## config.mk

```make
export PLATFORM = sky130hd
export DESIGN_NAME = lccd_decoder
export DESIGN_NICKNAME = d
export VERILOG_FILES = /design/src/rtl/lccd_pkg.sv /design/src/rtl/lccd_decoder.sv /design/src/rtl/lccd_host_sync.sv
export SDC_FILE = /design/constraint.sdc
export NUM_CORES = 1
export LEC_CHECK = 0
export BUFFER_PORTS_ARGS = -buffer_cell sky130_fd_sc_hd__buf_2
export CAP_MARGIN = 20
export CORE_MARGIN = 1.5
export CORE_UTILIZATION = 58
export CTS_BUF_LIST = sky130_fd_sc_hd__clkbuf_8
export DETAILED_ROUTE_END_ITERATION = 8
export PLACE_DENSITY = 0.77
export SYNTH_ARGS = -nofsm -noshare
export SYNTH_HDL_FRONTEND = slang
export SYNTH_HIERARCHICAL = 1
export SYNTH_SLANG_ARGS = --single-unit
```

## constraint.sdc

```tcl
create_clock -name CORE_CLK -period 2.72 [get_ports CORE_CLK]
set_clock_uncertainty 0.2 [all_clocks]
set_input_delay 0.136 -clock CORE_CLK [delete_from_list [all_inputs] [get_ports CORE_CLK]]
set_output_delay 0.136 -clock CORE_CLK [all_outputs]
set_load 0.01 [all_outputs]
```

## src/rtl/lccd_pkg.sv

```systemverilog
// Constants shared by the LCD control command decoder.
`default_nettype none
package lccd_pkg;
  // ==========================================================
  // Widths and limits
  localparam int unsigned BYTE_W = 8;
  localparam int unsigned COL_W = 8;
  localparam int unsigned PAGE_W = 4;
  localparam int unsigned LINE_W = 6;
  localparam logic [7:0] COL_LAST = 8'h83;
  localparam logic [3:0] PAGE_LAST = 4'h8;
  localparam logic [2:0] RATIO_INHIBIT = 3'h7;
  // ==========================================================
  // Values after reset
  localparam logic [7:0] COL_RST = 8'h00;
  localparam logic [3:0] PAGE_RST = 4'h0;
  localparam logic [5:0] LINE_RST = 6'h00;
  localparam logic [2:0] POWER_RST = 3'h0;
  localparam logic [2:0] RATIO_RST = 3'h4;
  localparam logic [5:0] CONTRAST_RST = 6'h20;
  localparam logic [1:0] INDICATOR_RST = 2'h0;
  localparam logic [4:0] LINECNT_RST = 5'h10;
  // ==========================================================
  // Single command codes
  localparam logic [7:0] CMD_RMW = 8'he0;
  localparam logic [7:0] CMD_END = 8'hee;
  localparam logic [7:0] CMD_SOFT_RESET = 8'he2;
  localparam logic [7:0] CMD_NOP = 8'he3;
  localparam logic [7:0] CMD_CONTRAST = 8'h81;
  localparam logic [7:0] CMD_IND_OFF = 8'hac;
  localparam logic [7:0] CMD_IND_ON = 8'had;
  // ==========================================================
  // Command groups: masked prefix match
  localparam logic [7:0] MSK_LINE = 8'hc0;
  localparam logic [7:0] PFX_LINE = 8'h40;
  localparam logic [7:0] MSK_NIB = 8'hf0;
  localparam logic [7:0] PFX_PAGE = 8'hb0;
  localparam logic [7:0] PFX_COL_HI = 8'h10;
  localparam logic [7:0] PFX_COL_LO = 8'h00;
  localparam logic [7:0] PFX_COMDIR = 8'hc0;
  localparam logic [7:0] PFX_TEST = 8'hf0;
  localparam logic [7:0] MSK_3LOW = 8'hf8;
  localparam logic [7:0] PFX_POWER = 8'h28;
  localparam logic [7:0] PFX_RATIO = 8'h20;
  localparam logic [7:0] PFX_FRAME = 8'hd0;
  localparam logic [7:0] PFX_LINEREV = 8'hd8;
  // ==========================================================
  // Field positions
  localparam int unsigned COMDIR_BIT = 3;
  // ==========================================================
  // Second-byte wait states
  typedef enum logic [1:0] {
    LCCD_IDLE,
    LCCD_WAIT_CONTRAST,
    LCCD_WAIT_INDICATOR,
    LCCD_WAIT_LINECNT
  } lccd_wait_t;
endpackage
`default_nettype wire

```

## src/rtl/lccd_decoder.sv

```systemverilog
// Command decoder for the dot-matrix LCD control registers.
`default_nettype none
module lccd_decoder (
  // Clock and reset
  input wire logic CORE_CLK,
  input wire logic RSTN,
  // Host bus pins, asynchronous to CORE_CLK
  input wire logic [7:0] HOST_DB,
  input wire logic CMD_DATA_SELECT,
  input wire logic HOST_WR_N,
  input wire logic HOST_RD_N,
  // Display memory access
  output logic [7:0] COLUMN_ADDR,
  output logic [3:0] PAGE_ADDR,
  output logic [5:0] START_LINE,
  output logic DATA_WR_STB,
  output logic [7:0] DATA_WR_BYTE,
  output logic DATA_RD_STB,
  // Control register outputs
  output logic COMMON_SCAN_REVERSE,
  output logic [2:0] POWER_CIRCUIT_ENABLES,
  output logic [2:0] DRIVE_VOLTAGE_RATIO,
  output logic [5:0] CONTRAST_LEVEL,
  output logic [1:0] INDICATOR_BLINK_MODE,
  output logic LINE_REVERSAL_ON,
  output logic [4:0] LINE_INVERSION_COUNT,
  // Status
  output logic RMW_ACTIVE,
  output logic TEST_MODE,
  output logic SECOND_BYTE_PENDING
);
  // ==========================================================
  // Host interface
  logic [7:0] byte_s;
  logic sel_s;
  logic wr_s;
  logic rd_s;

  lccd_host_sync #(
    .W(lccd_pkg::BYTE_W)
  ) u_sync (
    .clk(CORE_CLK),
    .rst_n(RSTN),
    .db_pin(HOST_DB),
    .sel_pin(CMD_DATA_SELECT),
    .wr_n_pin(HOST_WR_N),
    .rd_n_pin(HOST_RD_N),
    .byte_o(byte_s),
    .sel_o(sel_s),
    .wr_stb(wr_s),
    .rd_stb(rd_s)
  );

  // ==========================================================
  // Strobe classification
  logic cmd_wr;
  logic dat_wr;
  logic dat_rd;
  assign cmd_wr = wr_s & ~sel_s;
  assign dat_wr = wr_s & sel_s;
  assign dat_rd = rd_s & sel_s;

  lccd_pkg::lccd_wait_t wait_r;
  logic idle_cmd;
  assign idle_cmd = cmd_wr & (wait_r == lccd_pkg::LCCD_IDLE);

  // ==========================================================
  // Command decode, valid only outside a second-byte wait
  logic is_rmw, is_end, is_srst, is_nop, is_test;
  logic is_line, is_page, is_col_hi, is_col_lo, is_comdir;
  logic is_power, is_ratio, is_contrast, is_ind_off, is_ind_on;
  logic is_frame, is_linerev;

  always_comb begin
    is_rmw = idle_cmd & (byte_s == lccd_pkg::CMD_RMW);
    is_end = idle_cmd & (byte_s == lccd_pkg::CMD_END);
    is_srst = idle_cmd & (byte_s == lccd_pkg::CMD_SOFT_RESET);
    is_nop = idle_cmd & (byte_s == lccd_pkg::CMD_NOP);
    is_contrast = idle_cmd & (byte_s == lccd_pkg::CMD_CONTRAST);
    is_ind_off = idle_cmd & (byte_s == lccd_pkg::CMD_IND_OFF);
    is_ind_on = idle_cmd & (byte_s == lccd_pkg::CMD_IND_ON);
    is_test = idle_cmd &
      ((byte_s & lccd_pkg::MSK_NIB) == lccd_pkg::PFX_TEST);
    is_line = idle_cmd &
      ((byte_s & lccd_pkg::MSK_LINE) == lccd_pkg::PFX_LINE);
    is_page = idle_cmd &
      ((byte_s & lccd_pkg::MSK_NIB) == lccd_pkg::PFX_PAGE);
    is_col_hi = idle_cmd &
      ((byte_s & lccd_pkg::MSK_NIB) == lccd_pkg::PFX_COL_HI);
    is_col_lo = idle_cmd &
      ((byte_s & lccd_pkg::MSK_NIB) == lccd_pkg::PFX_COL_LO);
    is_comdir = idle_cmd &
      ((byte_s & lccd_pkg::MSK_NIB) == lccd_pkg::PFX_COMDIR);
    is_power = idle_cmd &
      ((byte_s & lccd_pkg::MSK_3LOW) == lccd_pkg::PFX_POWER);
    is_ratio = idle_cmd &
      ((byte_s & lccd_pkg::MSK_3LOW) == lccd_pkg::PFX_RATIO);
    is_frame = idle_cmd &
      ((byte_s & lccd_pkg::MSK_3LOW) == lccd_pkg::PFX_FRAME);
    is_linerev = idle_cmd &
      ((byte_s & lccd_pkg::MSK_3LOW) == lccd_pkg::PFX_LINEREV);
  end

  // ==========================================================
  // Second-byte lock-out
  // Any command-phase byte in a wait state is the value byte,
  // so a stray reset code here cannot break the pair.
  lccd_pkg::lccd_wait_t wait_nxt;
  always_comb begin
    wait_nxt = wait_r;
    case (wait_r)
      lccd_pkg::LCCD_IDLE: begin
        if (is_contrast) begin
          wait_nxt = lccd_pkg::LCCD_WAIT_CONTRAST;
        end else if (is_ind_on) begin
          wait_nxt = lccd_pkg::LCCD_WAIT_INDICATOR;
        end else if (is_linerev) begin
          wait_nxt = lccd_pkg::LCCD_WAIT_LINECNT;
        end
      end
      lccd_pkg::LCCD_WAIT_CONTRAST,
      lccd_pkg::LCCD_WAIT_INDICATOR,
      lccd_pkg::LCCD_WAIT_LINECNT: begin
        if (cmd_wr) begin
          wait_nxt = lccd_pkg::LCCD_IDLE;
        end
      end
      default: wait_nxt = lccd_pkg::LCCD_IDLE;
    endcase
  end

  // Wait state register; hardware reset is the only full init
  always_ff @(posedge CORE_CLK or negedge RSTN) begin
    if (!RSTN) begin
      wait_r <= lccd_pkg::LCCD_IDLE;
    end else begin
      wait_r <= wait_nxt;
    end
  end
  assign SECOND_BYTE_PENDING = (wait_r != lccd_pkg::LCCD_IDLE);
  logic val_contrast, val_ind, val_linecnt;
  assign val_contrast = cmd_wr & (wait_r == lccd_pkg::LCCD_WAIT_CONTRAST);
  assign val_ind = cmd_wr & (wait_r == lccd_pkg::LCCD_WAIT_INDICATOR);
  assign val_linecnt = cmd_wr & (wait_r == lccd_pkg::LCCD_WAIT_LINECNT);

  // ==========================================================
  // Column address with read-modify-write
  logic [7:0] col_r, col_nxt, col_save_r;
  logic rmw_r;
  logic col_step;
  // Reads only advance outside read-modify-write
  assign col_step = dat_wr | (dat_rd & ~rmw_r);
  always_comb begin
    col_nxt = col_r;
    if (is_srst) begin
      col_nxt = lccd_pkg::COL_RST;
    end else if (is_end && rmw_r) begin
      col_nxt = col_save_r;
    end else if (is_col_hi) begin
      col_nxt = {byte_s[3:0], col_r[3:0]};
    end else if (is_col_lo) begin
      col_nxt = {col_r[7:4], byte_s[3:0]};
    end else if (col_step && col_r != lccd_pkg::COL_LAST) begin
      col_nxt = col_r + 8'h01;
    end
  end

  // Column register
  always_ff @(posedge CORE_CLK or negedge RSTN) begin
    if (!RSTN) begin
      col_r <= lccd_pkg::COL_RST;
    end else begin
      col_r <= col_nxt;
    end
  end

  // Mode flag and saved column; re-issuing the mode re-saves
  always_ff @(posedge CORE_CLK or negedge RSTN) begin
    if (!RSTN) begin
      rmw_r <= 1'b0;
      col_save_r <= lccd_pkg::COL_RST;
    end else begin
      if (is_rmw) begin
        rmw_r <= 1'b1;
        col_save_r <= col_r;
      end else if (is_end || is_srst) begin
        rmw_r <= 1'b0;
      end
    end
  end

  // ==========================================================
  // Page and start line
  always_ff @(posedge CORE_CLK or negedge RSTN) begin
    if (!RSTN) begin
      PAGE_ADDR <= lccd_pkg::PAGE_RST;
      START_LINE <= lccd_pkg::LINE_RST;
    end else begin
      if (is_srst) begin
        PAGE_ADDR <= lccd_pkg::PAGE_RST;
        START_LINE <= lccd_pkg::LINE_RST;
      end else begin
        // Nonexistent pages are ignored rather than aliased
        if (is_page && byte_s[3:0] <= lccd_pkg::PAGE_LAST) begin
          PAGE_ADDR <= byte_s[3:0];
        end
        if (is_line) begin
          START_LINE <= byte_s[5:0];
        end
      end
    end
  end

  // ==========================================================
  // Scan direction, ratio and contrast (soft reset applies)
  always_ff @(posedge CORE_CLK or negedge RSTN) begin
    if (!RSTN) begin
      COMMON_SCAN_REVERSE <= 1'b0;
      DRIVE_VOLTAGE_RATIO <= lccd_pkg::RATIO_RST;
      CONTRAST_LEVEL <= lccd_pkg::CONTRAST_RST;
    end else if (is_srst) begin
      COMMON_SCAN_REVERSE <= 1'b0;
      DRIVE_VOLTAGE_RATIO <= lccd_pkg::RATIO_RST;
      CONTRAST_LEVEL <= lccd_pkg::CONTRAST_RST;
    end else begin
      if (is_comdir) begin
        COMMON_SCAN_REVERSE <= byte_s[lccd_pkg::COMDIR_BIT];
      end
      // The inhibited code is dropped so the ratio stays legal
      if (is_ratio && byte_s[2:0] != lccd_pkg::RATIO_INHIBIT) begin
        DRIVE_VOLTAGE_RATIO <= byte_s[2:0];
      end
      if (val_contrast) begin
        CONTRAST_LEVEL <= byte_s[5:0];
      end
    end
  end

  // ==========================================================
  // Static indicator
  always_ff @(posedge CORE_CLK or negedge RSTN) begin
    if (!RSTN) begin
      INDICATOR_BLINK_MODE <= lccd_pkg::INDICATOR_RST;
    end else if (is_srst || is_ind_off) begin
      INDICATOR_BLINK_MODE <= lccd_pkg::INDICATOR_RST;
    end else if (val_ind) begin
      INDICATOR_BLINK_MODE <= byte_s[1:0];
    end
  end

  // ==========================================================
  // Power enables and drive method: soft reset leaves them
  always_ff @(posedge CORE_CLK or negedge RSTN) begin
    if (!RSTN) begin
      POWER_CIRCUIT_ENABLES <= lccd_pkg::POWER_RST;
      LINE_REVERSAL_ON <= 1'b0;
      LINE_INVERSION_COUNT <= lccd_pkg::LINECNT_RST;
    end else begin
      if (is_power) begin
        POWER_CIRCUIT_ENABLES <= byte_s[2:0];
      end
      if (is_frame) begin
        LINE_REVERSAL_ON <= 1'b0;
      end else if (is_linerev) begin
        LINE_REVERSAL_ON <= 1'b1;
      end
      if (val_linecnt) begin
        LINE_INVERSION_COUNT <= byte_s[4:0];
      end
    end
  end

  // ==========================================================
  // Factory test mode: only NOP or soft reset release it
  always_ff @(posedge CORE_CLK or negedge RSTN) begin
    if (!RSTN) begin
      TEST_MODE <= 1'b0;
    end else if (is_srst || is_nop) begin
      TEST_MODE <= 1'b0;
    end else if (is_test) begin
      TEST_MODE <= 1'b1;
    end
  end

  // ==========================================================
  // Display data strobes; memory itself lives outside and no
  // command here drives it, so soft reset keeps its contents
  always_ff @(posedge CORE_CLK or negedge RSTN) begin
    if (!RSTN) begin
      DATA_WR_STB <= 1'b0;
      DATA_RD_STB <= 1'b0;
      DATA_WR_BYTE <= 8'h00;
    end else begin
      DATA_WR_STB <= dat_wr;
      DATA_RD_STB <= dat_rd;
      if (dat_wr) begin
        DATA_WR_BYTE <= byte_s;
      end
    end
  end

  // Address out is the pre-advance column of each access
  always_ff @(posedge CORE_CLK or negedge RSTN) begin
    if (!RSTN) begin
      COLUMN_ADDR <= lccd_pkg::COL_RST;
    end else if (dat_wr || dat_rd) begin
      COLUMN_ADDR <= col_r;
    end else begin
      COLUMN_ADDR <= col_nxt;
    end
  end
  assign RMW_ACTIVE = rmw_r;
endmodule
`default_nettype wire

```

## src/rtl/lccd_host_sync.sv

```systemverilog
// Host pin synchroniser and strobe edge detector.
`default_nettype none
module lccd_host_sync #(
  parameter int unsigned W = 8
) (
  // Clock and reset
  input wire logic clk,
  input wire logic rst_n,
  // Asynchronous host pins
  input wire logic [W-1:0] db_pin,
  input wire logic sel_pin,
  input wire logic wr_n_pin,
  input wire logic rd_n_pin,
  // Synchronised results
  output logic [W-1:0] byte_o,
  output logic sel_o,
  output logic wr_stb,
  output logic rd_stb
);
  logic [W+2:0] meta_r;
  logic [W+2:0] sync_r;
  logic wr_n_d_r;
  logic rd_n_d_r;

  // Two flops per pin; only sync_r ever reads meta_r
  always_ff @(posedge clk or negedge rst_n) begin
    if (!rst_n) begin
      meta_r <= '1;
      sync_r <= '1;
    end else begin
      meta_r <= {rd_n_pin, wr_n_pin, sel_pin, db_pin};
      sync_r <= meta_r;
    end
  end

  // Strobes fire on the trailing edge, when the bus is settled
  always_ff @(posedge clk or negedge rst_n) begin
    if (!rst_n) begin
      wr_n_d_r <= 1'b1;
      rd_n_d_r <= 1'b1;
      wr_stb <= 1'b0;
      rd_stb <= 1'b0;
      byte_o <= '0;
      sel_o <= 1'b0;
    end else begin
      wr_n_d_r <= sync_r[W+1];
      rd_n_d_r <= sync_r[W+2];
      wr_stb <= sync_r[W+1] & ~wr_n_d_r;
      rd_stb <= sync_r[W+2] & ~rd_n_d_r;
      byte_o <= sync_r[W-1:0];
      sel_o <= sync_r[W];
    end
  end
endmodule
`default_nettype wire

```

==> metrics.md, run 1 <==
| Metric | Value |
|---|---|
| Die area | `7830 sq um` |
| Syn nets | `between 300 and 400` |
| Worst-Margin Slew | `0.714 ns` |
| Final WS setup | `between 0.3 and 0.4 ns` |
| Final HPWL DP | `5970 um` |
| Fin Setup TNS | `0 ns` |
| Max stage delay on crit path | `approximately 0.65 ns` |
| Post-CTS setup repair buffer count | `0` |
| First-pass GRT wire length | `~14000 um` |
| Yosys Warn Count | `6` |
| Clock sinks | `~100` |
| Sequential share of the synthesized area | `0.622` |
| Router iterations before antenna repair | `4` |
| Largest family of logic cells by synthesized area | `simple AND/OR/NAND/NOR gates` |
| IO buf count | `between 60 and 70` |
| Root Buffer | `clkbuf_8` |
| Largest area contributor in the netlist | `dfrtp_1` |
| Via count | `2991` |
| Crit-path cells | `or4b_4 -> nor3_4 -> nand4_1 -> buf_4 -> nand2_2 -> o21ai_0` |
| Clock-pin slew on the worst setup and hold paths | `about 0.090 ns` |
| Final Hold Fails | `0` |
| CP Capture Type | `register` |
| Avg Inst Size Synth | `around 12 sq um` |
| WL/cell | `between 15 and 20 um` |
| Via density | `about 5.7` |
| Horiz. Die Dim | `slightly below 90 um` |
| Most common cell after layout, fill and taps aside | `dfrtp_1` |
| FMAX | `~0.42 GHz` |
| Most frequent cells in the layout | `77 x dfrtp_1, 63 x buf_2, 34 x nand2_1` |
| Flop and latch count out of synthesis | `about 100` |
| Fin crit share | `0.878` |
| EDFF count, synth | `0` |
| Post-synthesis xor/xnor area fraction | `0.00620` |
| Post-route insts no fill | `approximately 530` |
| Post-route antenna net violation count | `0` |
| Post-synthesis adder-cell area fraction | `0.00295` |
| Post-Route WL | `8770 um` |
| Layout Nets | `442` |
| Layout cell share with drive strength beyond 1 | `0.363` |
| RSZ-0062 raised after global routing | `false` |
| Power Density | `687 nW/um^2` |
| Critical Path RT | `about 2.8 ns` |
| Synth top area share | `0.455` |
| DR DRC count | `0` |
| Post-synthesis cell area | `4240 sq um` |
| Global route total overflow | `0` |
| Area grow syn2layout | `17.9%` |
| FP Rows | `30` |
| Initial antenna violation count | `0` |
| Max Slew Vio Count | `0` |
| H-tree lvl count | `3` |
| Initial Utilization | `0.610` |
| TritonCTS clock tree | `done` |
| Hold_buf cts | `12` |
| Yosys cell types | `54` |
| Fin crit period | `2.39 ns` |
| Core footprint | `a little under 7000 sq um` |
| Ant diodes | `0` |
| Cells after DPL | `between 500 and 600` |
| Async SR Flop Fraction | `1.00` |
| Io pins | `65` |
| Clk buf depth | `2` |
| Vias in the first global route | `about 3000` |
| Insertion delay to the later sink of the worst-skew pair | `roughly 0.37 ns` |
| Main synth FF type | `dfrtp_1` |
| Worst setup SP type | `register` |
| CP max-delay cell | `or4b_4` |
| Max Cap Violations | `0` |
| CTS Buf Count | `9` |
| CP Max Fanout | `11` |
| Top cells by area, synth | `dfrtp_1 45%, dfstp_2 17%, mux2_2 6.9%` |
| Initial DRC Count | `about 270` |
| Largest net degree at the start of global routing | `56` |
| Worst slack, placed | `about 0.35 ns` |
| GRT Overall Usage | `0.248` |
| Synth Instances | `345` |
| Post-synthesis compound-gate area fraction | `0.100` |
| Simple-gate share of the synthesized area | `0.155` |
| WP data arrival | `between 2 and 2.5 ns` |
| Critical setup path kind | `reg -> reg` |
| Post-synthesis mux area share | `0.0880` |
| VDD IR max | `between 0.3 and 0.4 mV` |
| Hold WC Path Type | `in -> async` |
| Final setup vio count | `0` |
| Routability cong. | `approximately 0.95` |
| Slew HR | `0.524` |
| Post-CTS Resized | `0` |
| Status | `finished, final reports clean` |
| Leakage | `approximately 2.4 nW` |
| Die height | `roughly 90 um` |
| Hold WS | `between 0.15 and 0.2 ns` |
## worst max-delay path: cells and delay by family, from the launching register on
family / cells / cell delay, ns
AND/OR/NAND/NOR: 4 / 1.16
flip-flops: 1 / 0.50
buffers and inverters: 1 / 0.24
AO/OA/AOI/OAI: 1 / 0.14
## where the power goes
part           switching, W  internal, W  total (W)
registers          0.000177      0.00177    0.00195
logic              0.000346     0.000304   0.000649
clock network      0.000489     0.000347   0.000836
## registers in the layout, indices dropped and copies added, names as in the netlist, 3 cells and up
signal	cells
POWER_CIRCUIT_ENABLES	3
PAGE_ADDR	4
CONTRAST_LEVEL	6
u_sync/meta_r	11
COLUMN_ADDR	8
DRIVE_VOLTAGE_RATIO	3
LINE_INVERSION_COUNT	5
col_r	8
u_sync/sync_r	11
u_sync/byte_o	8
DATA_WR_BYTE	8
START_LINE	6
col_save_r	8
## routing by layer
layer,GRT usage,wire (um),up-vias
li1,-,-,1392
met1,0.338,3940,1480
met2,0.400,4190,99
met3,0.0410,485,20
met4,0.104,157,0
met5,0,0,-
## synth_stat cells (2+ instances only)
cell type   n
nor2_1     17
nand4_1     7
or2_2       3
o211ai_1    2
dfrtp_1    77
nor4_1      2
and3_1      5
o31ai_1     9
nand3_1     8
and2_4      2
nor2b_4     2
dfstp_2    27
mux2_2     26
buf_2       3
mux2i_1     8
and4b_1     2
nand3b_1    2
inv_1       7
o21ai_0    30
xor2_1      2
nand2b_1    2
a21boi_0    3
nor2b_1     4
buf_6       2
o22ai_1     2
and4_1      4
o32a_1      2
nand2_1    34
a31oi_1     3
and2_1      2
or3_1       3
clkbuf_1   12
a21oi_1    10
## final timing paths
| path | from | endpoint | slack, ns | cells past startpoint |
|---|---|---|---|---|
| setup / recovery | u_sync/sel_o | col_r[1] | 0.33 | 6 |
| hold / removal | RSTN | CONTRAST_LEVEL[0] | 0.15 | 2 |
| setup reg to reg | u_sync/sel_o | col_r[1] | 0.33 | 6 |
| hold reg to reg | u_sync/meta_r[10] | u_sync/sync_r[10] | 0.16 | 0 |
| max in group asynchronous | RSTN | u_sync/sync_r[2] | 1.39 | 3 |
| min in group CORE_CLK | u_sync/meta_r[10] | u_sync/sync_r[10] | 0.16 | 0 |
## cell type report
cell class	count	area [sq um]
flip-flops and latches	104	2640
inverters	7	26.3
repair buffers	89	553
clock buffers	10	138
multi-input cells	217	1490
well taps	96	120
fillers	500	1950
clock inverters	6	30.0
## cells by family (layout without fill, tap and decap cells)
logic type / after synthesis / in the layout
buffers and inverters: 24 / 112
DFF: 104 / 104
xor gates and xnor gates: 3 / 3
and+or+nand+nor: 110 / 110
muxes: 34 / 34
adders and majority gates: 1 / 1
AOI/OAI and AO/OA: 69 / 69
## per-stage QoR
stage               power (W)   util  instance area (sq um)
CTS                   0.00345  0.719                   5000
finish                0.00343  0.719                   5000
global route          0.00363  0.719                   5000
global placement      0.00258  0.678                   4710
detailed placement    0.00261  0.678                   4710
floorplan             0.00232      -                   4240
Power figures use the tool's default switching activity.
==> inputs of run 2 (changes only) <==
--- a/config.mk
+++ b/config.mk
@@ -6,10 +6,11 @@
 export NUM_CORES = 1
 export LEC_CHECK = 0
 export BUFFER_PORTS_ARGS = -buffer_cell sky130_fd_sc_hd__buf_2
-export CAP_MARGIN = 20
+export CAP_MARGIN = 10
 export CORE_MARGIN = 1.5
 export CORE_UTILIZATION = 58
-export CTS_BUF_LIST = sky130_fd_sc_hd__clkbuf_8
+export CTS_BUF_LIST = sky130_fd_sc_hd__clkbuf_2 sky130_fd_sc_hd__clkbuf_4 sky130_fd_sc_hd__clkbuf_8
+export CTS_CLUSTER_SIZE = 24
 export DETAILED_ROUTE_END_ITERATION = 8
 export PLACE_DENSITY = 0.77
 export SYNTH_ARGS = -nofsm -noshare
==> run 2 against run 1 <==
Utilization up 0.16 points. Maximum frequency about the same. Sequential share of layout area decreased by 0.12 points. Largest power group unchanged. Combinational power about the same. Clock power up 4.8%. Design area rose by 0.23%. Routed wire length about the same. Critical path depth unchanged. First-iteration DRC count grew 26%. Highest routed layer unchanged.
==> metrics.md, run 2 (synthesis gave the netlist of run 1 again) <==
| Metric | Value |
|---|---|
| Status | `finished, final reports clean` |
| Total power | `between 0.003 and 0.004 W` |
| Max Cap Violations | `0` |
| Layout Nets | `between 400 and 500` |
| Insertion delay to the later sink of the worst-skew pair | `~0.37 ns` |
| Critical setup path kind | `reg -> reg` |
| Largest net degree at the start of global routing | `56` |
| FMAX | `approximately 0.42 GHz` |
| First-pass GRT wire length | `approximately 14000 um` |
| Horiz. Die Dim | `just under 90 um` |
| Die area | `between 7000 and 8000 sq um` |
| Slew HR | `0.522` |
| WP data arrival | `approximately 2.4 ns` |
| Crit-path leading delay family | `simple AND/OR/NAND/NOR gates` |
| Initial DRC Count | `~330` |
| Ant diodes | `0` |
| CP Capture Type | `register` |
| Max Slew Vio Count | `0` |
| Final setup vio count | `0` |
| DR DRC count | `0` |
| Final Hold Fails | `0` |
| Most frequent cells in the layout | `77 x dfrtp_1, 63 x buf_2, 34 x nand2_1` |
| RSZ-0062 raised after global routing | `false` |
| VDD IR max | `0.416 mV` |
| Fin Setup TNS | `0 ns` |
| Die height | `88.5 um` |
| Hold WS | `about 0.15 ns` |
| CP max-delay cell | `or4b_4` |
| IO buf count | `64` |
| Critical Path RT | `between 2 and 3 ns` |
| Fin crit share | `0.877` |
| Via count | `about 3000` |
| Power Density | `694 nW/um^2` |
| Hold WC Path Type | `in -> async` |
| Vias in the first global route | `between 2000 and 3000` |
| Core footprint | `~6900 sq um` |
| Global route total overflow | `0` |
| Router iterations before antenna repair | `4` |
| Post-CTS setup repair buffer count | `0` |
| Clock-pin slew on the worst setup and hold paths | `roughly 0.09 ns` |
| Layout cell share with drive strength beyond 1 | `0.370` |
| Root Buffer | `clkbuf_8` |
| Clk buf depth | `2` |
| Routability cong. | `~0.95` |
| Fin crit period | `about 2.4 ns` |
| Clock sinks | `104` |
| Area grow syn2layout | `18.2%` |
| Post-CTS Resized | `0` |
| Worst setup SP type | `register` |
| WL/cell | `16.6 um` |
| Most common cell after layout, fill and taps aside | `dfrtp_1` |
| CP Max Fanout | `11` |
| H-tree lvl count | `3` |
| Post-Route WL | `8760 um` |
| TritonCTS clock tree | `done` |
| Initial Utilization | `0.610` |
| Post-route antenna net violation count | `0` |
| Post-Route Utilization | `0.721` |
| Placed cell areas | `approximately 4700 sq um` |
| Worst path bufs/invs | `1` |
| Crit-path cells | `or4b_4 -> nor3_4 -> nand4_1 -> buf_4 -> nand2_2 -> o21ai_0` |
| CTS Buf Count | `9` |
| FP Rows | `30` |
| Initial antenna violation count | `0` |
| Max stage delay on crit path | `between 0.6 and 0.7 ns` |
| Io pins | `65` |
| Leakage | `roughly 2.4 nW` |
| Final HPWL DP | `about 6000 um` |
| Via density | `5.63` |
| Worst-Margin Slew | `approximately 0.72 ns` |
| Biggest regs | `u_sync/meta_r: 11 flops, u_sync/sync_r: 11 flops` |
| Post-route cell area | `5010 sq um` |
| GRT Overall Usage | `0.249` |
==> run 2: cell count changes in the layout (fill, tap and decap cells not counted), sizes merged <==
| cell | delta |
|---|---|
| inv | -3 |
| clkbuf | +3 |
==> run 2: area by class of cell <==
cell class	instances	area (sq um)
Clock buffer	13	160
Inverter	7	26.3
Tap cell	96	120
Clock inverter	3	18.8
Multi-Input combinational cell	217	1490
Timing Repair Buffer	89	553
Sequential cell	104	2640
Fill cell	500	1940
==> run 2: worst reg2reg max path: cells and delay by family (launching register included) <==
family | cells | cell delay, ns
AOI/OAI and AO/OA | 1 | 0.14
DFF | 1 | 0.50
buffers and inverters | 1 | 0.24
and+or+nand+nor | 4 | 1.17
==> run 2: per-stage QoR <==
stage / setup WS (ns) / std cells
final: 0.333 / 529
after floorplan: 0.451 / 345
after global routing: 0.206 / 529
after detailed placement: 0.354 / 501
after global placement: 0.401 / 501
after CTS: 0.341 / 529
==> run 2: layer usage <==
| layer | share of wire | GRT usage |
|---|---|---|
| met5 | 0 | 0 |
| met4 | 0.018 | 0.104 |
| met3 | 0.054 | 0.0410 |
| met2 | 0.48 | 0.401 |
| met1 | 0.45 | 0.338 |
==> run 2: timing repair <==
action / 4_1_cts / 5_1_grt
hold buffers: 12 / 0
hold endpoints to repair: 52 / 0
endpoints found under the setup margin: 0 / 0
==> run 2: worst paths after layout <==
kind	from	end	slack, ns	cells after the start
max in group asynchronous	RSTN	u_sync/sync_r[2]	1.39	3
min in group CORE_CLK	u_sync/meta_r[10]	u_sync/sync_r[10]	0.16	0
hold / removal	RSTN	CONTRAST_LEVEL[0]	0.15	2
setup reg to reg	u_sync/sel_o	col_r[1]	0.33	6
setup / recovery	u_sync/sel_o	col_r[1]	0.33	6
hold reg to reg	u_sync/meta_r[10]	u_sync/sync_r[10]	0.16	0
==> run 2: power by group <==
group	total, W	internal (W)	switching (W)
clock	0.000876	0.000388	0.000488
combinational	0.000651	0.000304	0.000347
sequential	0.00195	0.00177	0.000178
==> inputs of run 3 (changes only) <==
==> constraint.sdc (replaced) <==
create_clock -name CORE_CLK -period 2.7 [get_ports CORE_CLK]
set_clock_uncertainty 0.2 [all_clocks]
set_input_delay 0.135 -clock CORE_CLK [delete_from_list [all_inputs] [get_ports CORE_CLK]]
set_output_delay 0.135 -clock CORE_CLK [all_outputs]
set_load 0.01 [all_outputs]
==> run 3 against run 2 <==
Via count up 2.2%. Worst setup slack worse by 0.013 ns. First-iteration DRC count down 16%.
==> metrics.md, run 3 (synthesis gave the netlist of run 1 again) <==
| Metric | Value |
|---|---|
| FMAX | `approximately 0.42 GHz` |
| Routability cong. | `around 0.94` |
| Post-route antenna net violation count | `0` |
| Vias in the first global route | `about 2800` |
| Io pins | `65` |
| CP Max Fanout | `11` |
| Area grow syn2layout | `18.7%` |
| Ant diodes | `0` |
| Status | `finished, final reports clean` |
| Die height | `around 88 um` |
| Fin Setup TNS | `0 ns` |
| Biggest regs | `u_sync/meta_r: 11 flops, u_sync/sync_r: 11 flops` |
| Insertion delay to the later sink of the worst-skew pair | `about 0.36 ns` |
| Clk buf depth | `2` |
| H-tree lvl count | `3` |
| Post-CTS Resized | `0` |
| Worst setup SP type | `register` |
| CTS Buf Count | `9` |
| Initial antenna violation count | `0` |
| Total power | `0.00358 W` |
| Final HPWL DP | `6210 um` |
| Critical setup path kind | `reg -> reg` |
| GRT Overall Usage | `0.245` |
| Number of fill cells | `around 500` |
| CP Capture Type | `register` |
| Hold_buf cts | `12` |
| FP Rows | `30` |
| Max Cap Violations | `0` |
| Clock sinks | `between 100 and 150` |
| Crit-path cells | `or4b_4 -> nor4_4 -> buf_4 -> a21oi_1 -> mux2_2` |
| RSZ-0062 raised after global routing | `false` |
| Router iterations before antenna repair | `4` |
| Fin crit share | `0.881` |
| Power Density | `between 700 and 800 nW/um^2` |
| Initial DRC Count | `about 280` |
| Worst-Margin Slew | `approximately 0.61 ns` |
| Worst path bufs/invs | `1` |
| WL/cell | `16.7 um` |
| CP max-delay cell | `or4b_4` |
| Crit-path leading delay family | `simple AND/OR/NAND/NOR gates` |
| FF+latch area | `between 2000 and 3000 sq um` |
| Fin crit period | `roughly 2.4 ns` |
| Largest net degree at the start of global routing | `41` |
| Core footprint | `between 6000 and 7000 sq um` |
| Leakage | `2.43 nW` |
| WP data arrival | `2.43 ns` |
| Max stage delay on crit path | `0.65 ns` |
| Initial Utilization | `0.610` |
| IO buf count | `64` |
| Final setup vio count | `0` |
| Clock-pin slew on the worst setup and hold paths | `0.10 ns` |
| DR DRC count | `0` |
| Global route total overflow | `0` |
| Final Hold Fails | `0` |
| Most frequent cells in the layout | `77 x dfrtp_1, 63 x buf_2, 34 x nand2_1` |
| Layout cell share with drive strength beyond 1 | `0.371` |
| Critical Path RT | `around 2.8 ns` |
| Via count | `between 3000 and 4000` |
| TritonCTS clock tree | `done` |
| Multi-input gate area | `between 1000 and 1500 sq um` |
| VDD IR max | `0.385 mV` |
| Most common cell after layout, fill and taps aside | `dfrtp_1` |
| Layout Nets | `~440` |
| Slew HR | `0.585` |
| Root Buffer | `clkbuf_8` |
| Post-Route WL | `between 8000 and 9000 um` |
| First-pass GRT wire length | `14200 um` |
| Horiz. Die Dim | `88.5 um` |
| Max Slew Vio Count | `0` |
| Die area | `just under 8000 sq um` |
| Via density | `about 5.7` |
| Hold WC Path Type | `in -> async` |
| Post-CTS setup repair buffer count | `0` |
## run 3: cell count changes in the layout (fill, tap and decap cells not counted)
cell / previous run / this run
clkinvlp_4: 0 / 1
inv_6: 0 / 1
bufinv_16: 0 / 1
clkbuf_4: 3 / 2
clkbuf_8: 10 / 9
clkinv_4: 1 / 0
buf_4: 13 / 14
## run 3: cell type report
class / instances / share of cell area
sequential: 104 / 0.524
multi-input combinational: 217 / 0.297
timing repair buffer: 90 / 0.111
clock buffer: 11 / 0.0276
tap: 96 / 0.0239
clock inverter: 5 / 0.0112
inverter: 7 / 0.00522
## run 3: metrics by stage
stage / instances / hold WS, ns / setup slack, ns / cell area (sq um) / utilization
2_1_floorplan: 345 / -0.361 / 0.431 / 4240 / -
3_3_place_gp: 502 / -0.117 / 0.380 / 4720 / 0.679
3_5_place_dp: 502 / -0.109 / 0.353 / 4720 / 0.679
4_1_cts: 530 / 0.0392 / 0.337 / 5030 / 0.725
5_1_grt: 530 / 0.0627 / 0.204 / 5030 / 0.725
6_report: 530 / 0.0285 / 0.320 / 5030 / 0.725
## run 3: routing by layer
metal,vias up,GRT usage,share of wire
met5,-,0,0
met2,139,0.387,0.48
met4,0,0.111,0.018
met1,1496,0.336,0.43
li1,1396,-,-
met3,16,0.0420,0.070
## run 3: where the power goes
| part | internal [W] | switching [W] | total (W) |
|---|---|---|---|
| Clock | 0.000450 | 0.000506 | 0.000956 |
| Sequential | 0.00178 | 0.000183 | 0.00197 |
| Combinational | 0.000307 | 0.000352 | 0.000658 |
## run 3: worst paths after layout
kind,from,slack (ns),endpoint,depth (start not counted)
hold reg to reg,u_sync/meta_r[7],0.16,u_sync/sync_r[7],0
setup / recovery,u_sync/sel_o,0.32,COMMON_SCAN_REVERSE,5
setup reg to reg,u_sync/sel_o,0.32,COMMON_SCAN_REVERSE,5
hold / removal,RSTN,0.03,LINE_INVERSION_COUNT[2],2
max in group asynchronous,RSTN,1.56,u_sync/rd_n_d_r,3
min in group CORE_CLK,u_sync/meta_r[7],0.16,u_sync/sync_r[7],0
